## config.mk

```make
export PLATFORM = sky130hd
export DESIGN_NAME = vok_overlay
export DESIGN_NICKNAME = d
export VERILOG_FILES = /design/src/include/vok_pkg.sv /design/src/design/vok_fifo.sv /design/src/design/vok_overlay.sv
export SDC_FILE = /design/constraint.sdc
export NUM_CORES = 1
export LEC_CHECK = 0
export BUFFER_PORTS_ARGS = -buffer_cell sky130_fd_sc_hd__buf_4
export CAP_MARGIN = 15
export CORE_ASPECT_RATIO = 0.5
export CORE_MARGIN = 2
export CORE_UTILIZATION = 50
export DETAILED_ROUTE_END_ITERATION = 10
export PLACE_DENSITY = 0.69
export SYNTH_ARGS = -nofsm -noshare
export SYNTH_HDL_FRONTEND = slang
export SYNTH_SLANG_ARGS = --single-unit
```

## constraint.sdc

```tcl
create_clock -name REF_CLK -period 6.8 [get_ports REF_CLK]
set_clock_uncertainty 0.2 [all_clocks]
set_input_delay 0.34 -clock REF_CLK [delete_from_list [all_inputs] [get_ports REF_CLK]]
set_output_delay 0.34 -clock REF_CLK [all_outputs]
set_load 0.03 [all_outputs]
```

## src/include/vok_pkg.sv

```systemverilog
// Constants shared by the video overlay color key block.
package vok_pkg;
	localparam logic [15:0] IO_INDEX_ADDR = 16'h03c4;
	localparam logic [15:0] IO_DATA_ADDR = 16'h03c5;
	localparam logic [7:0] IDX_CTRL = 8'hd9;
	localparam logic [7:0] IDX_CMP_LO = 8'hda;
	localparam logic [7:0] IDX_CMP_MID = 8'hdb;
	localparam logic [7:0] IDX_CMP_HI = 8'hdc;
	localparam logic [7:0] IDX_MASK_LO = 8'hdd;
	localparam logic [7:0] IDX_MASK_MID = 8'hde;
	localparam logic [7:0] IDX_MASK_HI = 8'hdf;
	localparam int NUM_REGS = 7;
	localparam int CTRL_PORT_EN_BIT = 0;
	localparam int CTRL_WIDE_BIT = 1;
	localparam int CTRL_EXT_KEY_BIT = 2;
	localparam logic [7:0] CTRL_USED_MASK = 8'h07;
	localparam logic [7:0] CTRL_RST = 8'h00;
	localparam logic [7:0] CMP_RST = 8'h00;
	localparam logic [7:0] MASK_RST = 8'h00;
	localparam int BYTE_W = 8;
	localparam int PIX_W = 24;
	localparam int CHAN_W = 8;
	localparam int NARROW_CHAN_W = 6;
	localparam int NARROW_W = 18;
	localparam int DATA_BUS_W = 16;
	localparam int STROBE_W = 4;
	localparam int FIFO_W = 25;
	localparam int FIFO_DEPTH = 8;
	localparam int KEY_BIT = 24;
	typedef enum logic [0:0] {
		OS_EMPTY = 1'b0,
		OS_HELD = 1'b1
	} vok_ostate_type;
endpackage

```

## src/design/vok_fifo.sv

```systemverilog
// Synchronous FIFO with valid/ready on both sides and a clear input.
`timescale 1ns/1ns
module vok_fifo #(
	parameter int W = 25,
	parameter int D = 8
) (
	input wire logic REF_CLK,
	input wire logic RST,
	input wire logic clr,
	input wire logic in_valid,
	output logic in_ready,
	input wire logic [W-1:0] in_data,
	output logic out_valid,
	input wire logic out_ready,
	output logic [W-1:0] out_data
);
	localparam int AW = $clog2(D);
	logic [W-1:0] mem_r [0:D-1];
	logic [AW-1:0] wp_r, wp_nxt, rp_r, rp_nxt;
	logic [AW:0] cnt_r, cnt_nxt;
	logic push, pop;

	assign in_ready = (cnt_r != (AW+1)'(D));
	assign out_valid = (cnt_r != '0);
	assign out_data = mem_r[rp_r];
	assign push = in_valid && in_ready;
	assign pop = out_valid && out_ready;

	always_comb begin
		wp_nxt = wp_r;
		rp_nxt = rp_r;
		cnt_nxt = cnt_r;
		if (clr) begin
			wp_nxt = '0;
			rp_nxt = '0;
			cnt_nxt = '0;
		end else begin
			if (push) begin
				wp_nxt = (wp_r == AW'(D-1)) ? '0 : AW'(wp_r + 1'b1);
			end
			if (pop) begin
				rp_nxt = (rp_r == AW'(D-1)) ? '0 : AW'(rp_r + 1'b1);
			end
			if (push && !pop) begin
				cnt_nxt = (AW+1)'(cnt_r + 1'b1);
			end else if (pop && !push) begin
				cnt_nxt = (AW+1)'(cnt_r - 1'b1);
			end
		end
	end

	always_ff @(posedge REF_CLK) begin
		if (RST) begin
			wp_r <= '0;
			rp_r <= '0;
			cnt_r <= '0;
		end else begin
			wp_r <= wp_nxt;
			rp_r <= rp_nxt;
			cnt_r <= cnt_nxt;
		end
	end

	// Storage has no reset; only the pointers decide what is valid.
	always_ff @(posedge REF_CLK) begin
		if (push && !clr) begin
			mem_r[wp_r] <= in_data;
		end
	end
endmodule // vok_fifo

```

## src/design/vok_overlay.sv

```systemverilog
// External video port pin sharing and color-key overlay with its sequencer registers.
`timescale 1ns/1ns
module vok_overlay (
	input wire logic REF_CLK,
	input wire logic RST,
	input wire logic IO_WR,
	input wire logic IO_RD,
	input wire logic [15:0] IO_ADDR,
	input wire logic [7:0] IO_WDATA,
	output logic [7:0] IO_RDATA,
	input wire logic [15:0] MEM_C_DATA_BUS_I,
	output logic [15:0] MEM_C_DATA_BUS_O,
	output logic MEM_C_DATA_BUS_OE,
	input wire logic [3:0] MEM_C_STROBES_N_I,
	output logic [3:0] MEM_C_STROBES_N_O,
	output logic MEM_C_STROBES_N_OE,
	input wire logic MEM_C_OUTPUT_ENABLE_N_I,
	output logic MEM_C_OUTPUT_ENABLE_N_O,
	output logic MEM_C_OUTPUT_ENABLE_N_OE,
	input wire logic AUX_ADDRESS_BIT_NINE_I,
	output logic AUX_ADDRESS_BIT_NINE_O,
	output logic AUX_ADDRESS_BIT_NINE_OE,
	input wire logic PANEL_BACKLIGHT_OUT_I,
	output logic PANEL_BACKLIGHT_OUT_O,
	output logic PANEL_BACKLIGHT_OUT_OE,
	input wire logic ACTIVITY_INPUT,
	output logic [7:0] MEM_C_ADDRESS_BUS,
	input wire logic EXT_COLOR_KEY,
	input wire logic VIDEO_IN_STROBE,
	output logic VIDEO_IN_READY,
	input wire logic [15:0] CORE_MEM_DATA_O,
	input wire logic CORE_MEM_DATA_OE,
	output logic [15:0] CORE_MEM_DATA_I,
	input wire logic [3:0] CORE_MEM_STROBES_N,
	input wire logic CORE_MEM_OE_N,
	input wire logic CORE_AUX_ADDR9,
	input wire logic CORE_BACKLIGHT,
	input wire logic [7:0] CORE_MEM_ADDR,
	output logic CORE_ACTIVITY,
	input wire logic BG_VALID,
	output logic BG_READY,
	input wire logic [23:0] BG_PIXEL,
	output logic OUT_VALID,
	input wire logic OUT_READY,
	output logic [23:0] OUT_PIXEL
);
	logic [7:0] regs_r [0:vok_pkg::NUM_REGS-1];
	logic [7:0] regs_nxt [0:vok_pkg::NUM_REGS-1];
	logic [7:0] index_r, index_nxt;
	logic [7:0] rdata_r, rdata_nxt;
	logic port_en, wide, ext_key;
	logic [23:0] cmp_val, mask_val, vid_pins, vid_pix;
	logic [17:0] narrow_pins;
	logic [24:0] fifo_out;
	logic fifo_valid, fifo_pop, load, match, take_video;
	vok_pkg::vok_ostate_type ostate_r, ostate_nxt;
	logic [23:0] pix_r, pix_nxt;

	// Maps a sequencer index onto a slot of the local register array, or -1.
	function automatic int reg_slot(input logic [7:0] idx);
		if (idx >= vok_pkg::IDX_CTRL && idx <= vok_pkg::IDX_MASK_HI) begin
			return int'(idx - vok_pkg::IDX_CTRL);
		end
		return -1;
	endfunction

	// Register file behind the sequencer index and data ports.
	always_comb begin
		index_nxt = index_r;
		rdata_nxt = rdata_r;
		for (int i = 0; i < vok_pkg::NUM_REGS; i++) begin
			regs_nxt[i] = regs_r[i];
		end
		if (IO_WR && IO_ADDR == vok_pkg::IO_INDEX_ADDR) begin
			index_nxt = IO_WDATA;
		end
		if (IO_WR && IO_ADDR == vok_pkg::IO_DATA_ADDR && reg_slot(index_r) >= 0) begin
			regs_nxt[reg_slot(index_r)] = IO_WDATA;
			if (index_r == vok_pkg::IDX_CTRL) begin
				// Reserved control bits are not stored so they read back as zero.
				regs_nxt[0] = IO_WDATA & vok_pkg::CTRL_USED_MASK;
			end
		end
		if (IO_RD) begin
			if (IO_ADDR == vok_pkg::IO_INDEX_ADDR) begin
				rdata_nxt = index_r;
			end else if (IO_ADDR == vok_pkg::IO_DATA_ADDR && reg_slot(index_r) >= 0) begin
				rdata_nxt = regs_r[reg_slot(index_r)];
			end else begin
				rdata_nxt = 8'h00;
			end
		end
	end

	always_ff @(posedge REF_CLK) begin
		if (RST) begin
			index_r <= 8'h00;
			rdata_r <= 8'h00;
			regs_r[0] <= vok_pkg::CTRL_RST;
			regs_r[1] <= vok_pkg::CMP_RST;
			regs_r[2] <= vok_pkg::CMP_RST;
			regs_r[3] <= vok_pkg::CMP_RST;
			regs_r[4] <= vok_pkg::MASK_RST;
			regs_r[5] <= vok_pkg::MASK_RST;
			regs_r[6] <= vok_pkg::MASK_RST;
		end else begin
			index_r <= index_nxt;
			rdata_r <= rdata_nxt;
			for (int i = 0; i < vok_pkg::NUM_REGS; i++) begin
				regs_r[i] <= regs_nxt[i];
			end
		end
	end

	assign IO_RDATA = rdata_r;
	assign port_en = regs_r[0][vok_pkg::CTRL_PORT_EN_BIT];
	// Width only counts while the port is on; a stale width bit has no effect.
	assign wide = port_en && regs_r[0][vok_pkg::CTRL_WIDE_BIT];
	assign ext_key = regs_r[0][vok_pkg::CTRL_EXT_KEY_BIT];
	assign cmp_val = {regs_r[3], regs_r[2], regs_r[1]};
	assign mask_val = {regs_r[6], regs_r[5], regs_r[4]};

	// Pin sharing: data and strobe pins only drive while the video port is off; output enable, address bit nine and backlight only outside wide mode.
	assign MEM_C_DATA_BUS_O = CORE_MEM_DATA_O;
	assign MEM_C_DATA_BUS_OE = !port_en && CORE_MEM_DATA_OE;
	assign MEM_C_STROBES_N_O = CORE_MEM_STROBES_N;
	assign MEM_C_STROBES_N_OE = !port_en;
	assign CORE_MEM_DATA_I = MEM_C_DATA_BUS_I;
	assign MEM_C_OUTPUT_ENABLE_N_O = CORE_MEM_OE_N;
	assign MEM_C_OUTPUT_ENABLE_N_OE = !wide;
	assign AUX_ADDRESS_BIT_NINE_O = CORE_AUX_ADDR9;
	assign AUX_ADDRESS_BIT_NINE_OE = !wide;
	assign PANEL_BACKLIGHT_OUT_O = CORE_BACKLIGHT;
	assign PANEL_BACKLIGHT_OUT_OE = !wide;
	// Video data on the activity pin must not look like user activity.
	assign CORE_ACTIVITY = wide ? 1'b0 : ACTIVITY_INPUT;
	assign MEM_C_ADDRESS_BUS = wide ? pix_r[23:16] : CORE_MEM_ADDR;

	assign vid_pins = {ACTIVITY_INPUT, PANEL_BACKLIGHT_OUT_I, AUX_ADDRESS_BIT_NINE_I,
		MEM_C_OUTPUT_ENABLE_N_I, MEM_C_STROBES_N_I, MEM_C_DATA_BUS_I};
	assign narrow_pins = {MEM_C_STROBES_N_I[1:0], MEM_C_DATA_BUS_I};

	// An 18-bit pixel carries six bits per channel in the channel's top bits.
	genvar ch;
	generate
		for (ch = 0; ch < 3; ch++) begin : g_chan
			assign vid_pix[ch*vok_pkg::CHAN_W +: vok_pkg::CHAN_W] = wide ?
				vid_pins[ch*vok_pkg::CHAN_W +: vok_pkg::CHAN_W] :
				{narrow_pins[ch*vok_pkg::NARROW_CHAN_W +: vok_pkg::NARROW_CHAN_W], 2'b00};
		end
	endgenerate

	// The key travels with its pixel so both reach the mixer together.
	vok_fifo #(
		.W(vok_pkg::FIFO_W),
		.D(vok_pkg::FIFO_DEPTH)
	) u_fifo (
		.REF_CLK(REF_CLK),
		.RST(RST),
		.clr(!port_en),
		.in_valid(port_en && VIDEO_IN_STROBE),
		.in_ready(VIDEO_IN_READY),
		.in_data({EXT_COLOR_KEY, vid_pix}),
		.out_valid(fifo_valid),
		.out_ready(fifo_pop),
		.out_data(fifo_out)
	);

	// With the port on, each output pixel pairs one background and one video pixel.
	assign load = (ostate_r == vok_pkg::OS_EMPTY || OUT_READY) && (!port_en || fifo_valid);
	assign BG_READY = load;
	assign fifo_pop = load && BG_VALID && port_en;
	assign match = ext_key ? fifo_out[vok_pkg::KEY_BIT] :
		(((BG_PIXEL ^ cmp_val) & ~mask_val) == 24'h000000);
	assign take_video = port_en && match;

	always_comb begin
		ostate_nxt = ostate_r;
		pix_nxt = pix_r;
		if (load && BG_VALID) begin
			ostate_nxt = vok_pkg::OS_HELD;
			pix_nxt = take_video ? fifo_out[23:0] : BG_PIXEL;
		end else if (OUT_READY) begin
			ostate_nxt = vok_pkg::OS_EMPTY;
		end
	end

	always_ff @(posedge REF_CLK) begin
		if (RST) begin
			ostate_r <= vok_pkg::OS_EMPTY;
			pix_r <= 24'h000000;
		end else begin
			ostate_r <= ostate_nxt;
			pix_r <= pix_nxt;
		end
	end

	assign OUT_VALID = (ostate_r == vok_pkg::OS_HELD);
	assign OUT_PIXEL = pix_r;
endmodule // vok_overlay

```

==> flow_metrics.py <==
metrics = {
    "setup_path": {
        "slowest_stage": "ha_1",
        "path_class": "flip-flop to flip-flop",
        "regToRegStartpoint": "index_r[0]",
        "cp_data_required_time_ns": 7.00,
        "cpMostUsedCell": "clkinv_1",
        "rr_endpoint": "regs_r[6][3]",
        "arrival_ns": 3.80,
        "endpoint_kind": "flip-flop",
        "ff2ff_path_depth": 9,
        "startpoint_type": "flip-flop",
        "crit_fanout": 23,
        "path_cells": "buf_4, clkinv_1, ha_1, clkinv_1, a32oi_1, o211a_1, nand2b_1, mux2i_1, nor2_1",
        "rrSetupSlack_ns": 3.21,
        "cpPeakStageDelay_ns": 0.55,
    },
    "detailed_routing": {
        "routedWlPerCell_um": 22.3,
        "dr_total_vias": 8740,
        "drt_wl_total_um": 34000,
        "drt_first_pass_iters": 6,
        "ant_nets": 0,
        "vias_per_cell": 5.73,
        "drtIter0Drc": 659,
        "drc": 0,
    },
    "global_route": {
        "grt-ovfl-total": 0,
        "antenna_found_initial": 0,
        "groute.usage.overall_pct": 23.6,
        "grt_pass1_wl_um": 51300,
        "grt_pass1_vias": 8596,
        "grt_max_degree": 74,
    },
    "clock_network": {
        "cts_hold_buf": 40,
        "numCtsBuffers": 27,
        "clock_latency_ns": 0.56,
        "cts_setup_buffers": 0,
        "htreeDepth": 1,
        "clk_pin_slew_ns": 0.07,
        "tritoncts": "done",
        "cts_max_path_buffers": 3,
        "cts_sinks": 310,
        "cts-root-buf": "clkbuf_16",
        "cts_resized": 0,
    },
    "timing": {
        "period_minus_slack_ns": 3.59,
        "period_share_pct": 52.8,
        "slew_headroom_pct": 19.6,
        "finalHoldViolCount": 0,
        "tns_ns": 0,
        "final-setup-viol-count": 0,
        "worst_slack_ns": 3.21,
        "fmax_mhz": 278,
        "finalMaxSlewViolations": 0,
        "worstMarginPinSlew_ns": 1.20,
        "rsz0062_at_grt": "false",
    },
    "finish": {
        "post-route-util_pct": 60.8,
        "final_area_sq_um": 16200,
        "antenna_cells": 0,
        "fillCellCount": 2026,
        "syn_to_final_growth_pct": 18.3,
        "final-seq-area_sq_um": 8210,
        "drive_gt1_share_pct": 25.1,
        "layout.nets": 1275,
        "stdcell_count": 1526,
        "multi_input_area_sq_um": 4940,
    },
    "place": {
        "place_area_sq_um": 14900,
        "port_buffers": 153,
        "placed_cells": 1436,
        "place_ws_ns": 3.30,
        "dp_hpwl_um": 22200,
        "place_congestion": 0.899,
    },
    "synth": {
        "postSynthCellCount": 1016,
        "synthTopCellsByArea": "edfxtp_1, dfxtp_1, mux2i_1, mux4_2, nor2_1",
        "synth_top_area_share_pct": 43.8,
        "synthDistinctLibCells": 59,
        "synthesis.area_sq_um": 13700,
        "seq_area_frac_synth_pct": 59.9,
        "synthArstFlopShare_pct": 0,
        "synth_edf_count": 200,
        "ys_ff_latch": 310,
        "synth_top_cell_by_area": "edfxtp_1",
        "ys.flop_type": "edfxtp_1",
        "yosys_warnings": 0,
        "yosysMostFrequentCell": "edfxtp_1",
        "syn_nets": 1138,
        "synth_common_cells": "edfxtp_1, mux2i_1, dfxtp_1, nor2_1, nand2_1",
        "syn_avg_cell_area_sq_um": 13.5,
    },
    "floorplan": {
        "dieArea_sq_um": 28800,
        "start_util_pct": 51.4,
        "die_w_um": 238,
        "die_h_um": 121,
        "core-area_sq_um": 26700,
        "io_pins": 200,
        "num_rows": 42,
    },
    "run_status": {
        "status": "completed",
    },
    "min_path": {
        "hp-start": "ACTIVITY_INPUT",
        "hold_class": "input port to flip-flop",
        "worstHoldPathCells": 2,
        "min_to": "u_fifo.mem_r[7][23]",
    },
    "pwr": {
        "max-vdd-ir-drop_mv": 0.186,
        "power.leakage_nw": 5.86,
        "powerDensity_nw_per_um2": 238,
    },
    "flow_run": {
        "maxCapViolations": 0,
    },
}
==> power by group <==
| group | switching (mW) | internal [mW] | leakage (nW) |
|---|---|---|---|
| clock network | 0.687 | 0.937 | 0.464 |
| registers | 0.00707 | 2.00 | 2.59 |
| logic | 0.122 | 0.0970 | 2.81 |
==> cell usage in the layout (no fill, tap or decap), types with 5 or more instances in the layout <==
master	n
o21ai_0	6
nand2_1	51
nand2b_1	8
dlygate4sd3_1	40
o311a_1	6
nor3_2	12
a21oi_1	15
nor2_1	95
nor2b_1	29
o21ai_1	20
edfxtp_1	200
xnor2_1	26
o22ai_1	12
mux2_2	26
mux4_2	29
a221oi_1	24
dfxtp_1	108
clkbuf_8	5
a31oi_1	5
buf_4	167
and3_1	7
clkbuf_1	7
inv_1	8
clkbuf_16	28
mux2i_1	149
a22o_1	5
nor3_1	5
nand3_1	12
ha_1	9
==> logic make-up after synthesis <==
logic type               Yosys count  share of synthesized area, %
multiplexers                     205                          18.0
AND/OR/NAND/NOR                  247                          9.24
buffers and inverters            109                          4.51
XOR/XNOR                          29                          1.91
adder cells (fa/ha/maj)           10                         0.967
flip-flops                       310                          59.9
AO/OA/AOI/OAI                    106                          5.56
==> area by class of cell <==
type                       count  share of cell area, %
sequential                   310                   50.6
tap                          352                   2.71
multi-input combinational    597                   30.4
timing repair buffer         207                   10.2
inverter                      10                  0.231
clock inverter                 9                  0.871
clock buffer                  41                   4.95
==> how the worst max path moves through the flow <==
stage | to | from | cells after the start | slack, ns
2_1_floorplan | u_fifo.mem_r[0][0] | u_fifo.cnt_r[0] | 4 | 2.67
3_3_place_gp | regs_r[6][6] | index_r[0] | 9 | 3.47
3_5_place_dp | regs_r[6][3] | index_r[0] | 9 | 3.30
4_1_cts | regs_r[6][3] | index_r[0] | 9 | 3.27
5_1_grt | regs_r[6][3] | index_r[0] | 9 | 2.90
6_report | regs_r[6][3] | index_r[0] | 9 | 3.21
==> state kept, by name, indices dropped and copies added (netlist names), named ones only <==
register,cells
index_r,8
u_fifo.wp_r,3
OUT_PIXEL,24
IO_RDATA,8
u_fifo.cnt_r,4
OUT_VALID,1
u_fifo.mem_r,200
regs_r,56
u_fifo.rp_r,3
==> through the flow <==
stage,hold slack (ns),power (mW)
2_1_floorplan,0.239,2.18
3_5_place_dp,0.244,2.25
6_report,0.0260,3.86
5_1_grt,0.0102,3.98
3_3_place_gp,0.239,2.25
4_1_cts,0.000500,3.88
==> critical path, delay by kind of cell (launching register included) <==
| family | cells | cell delay [ns] |
|---|---|---|
| fa+ha+maj | 1 | 0.55 |
| buf+inv | 3 | 1.00 |
| flops | 1 | 0.32 |
| mux | 1 | 0.28 |
| compound gates | 2 | 0.55 |
| simple gates | 2 | 0.54 |
==> metal layers <==
metal / global-route usage [%] / share of wire, %
met1: 32.1 / 44
met2: 39.1 / 48
met3: 4.39 / 5.6
met4: 6.99 / 2.7
met5: 0 / 0
Note: power is estimated with default switching activity, not from simulation.
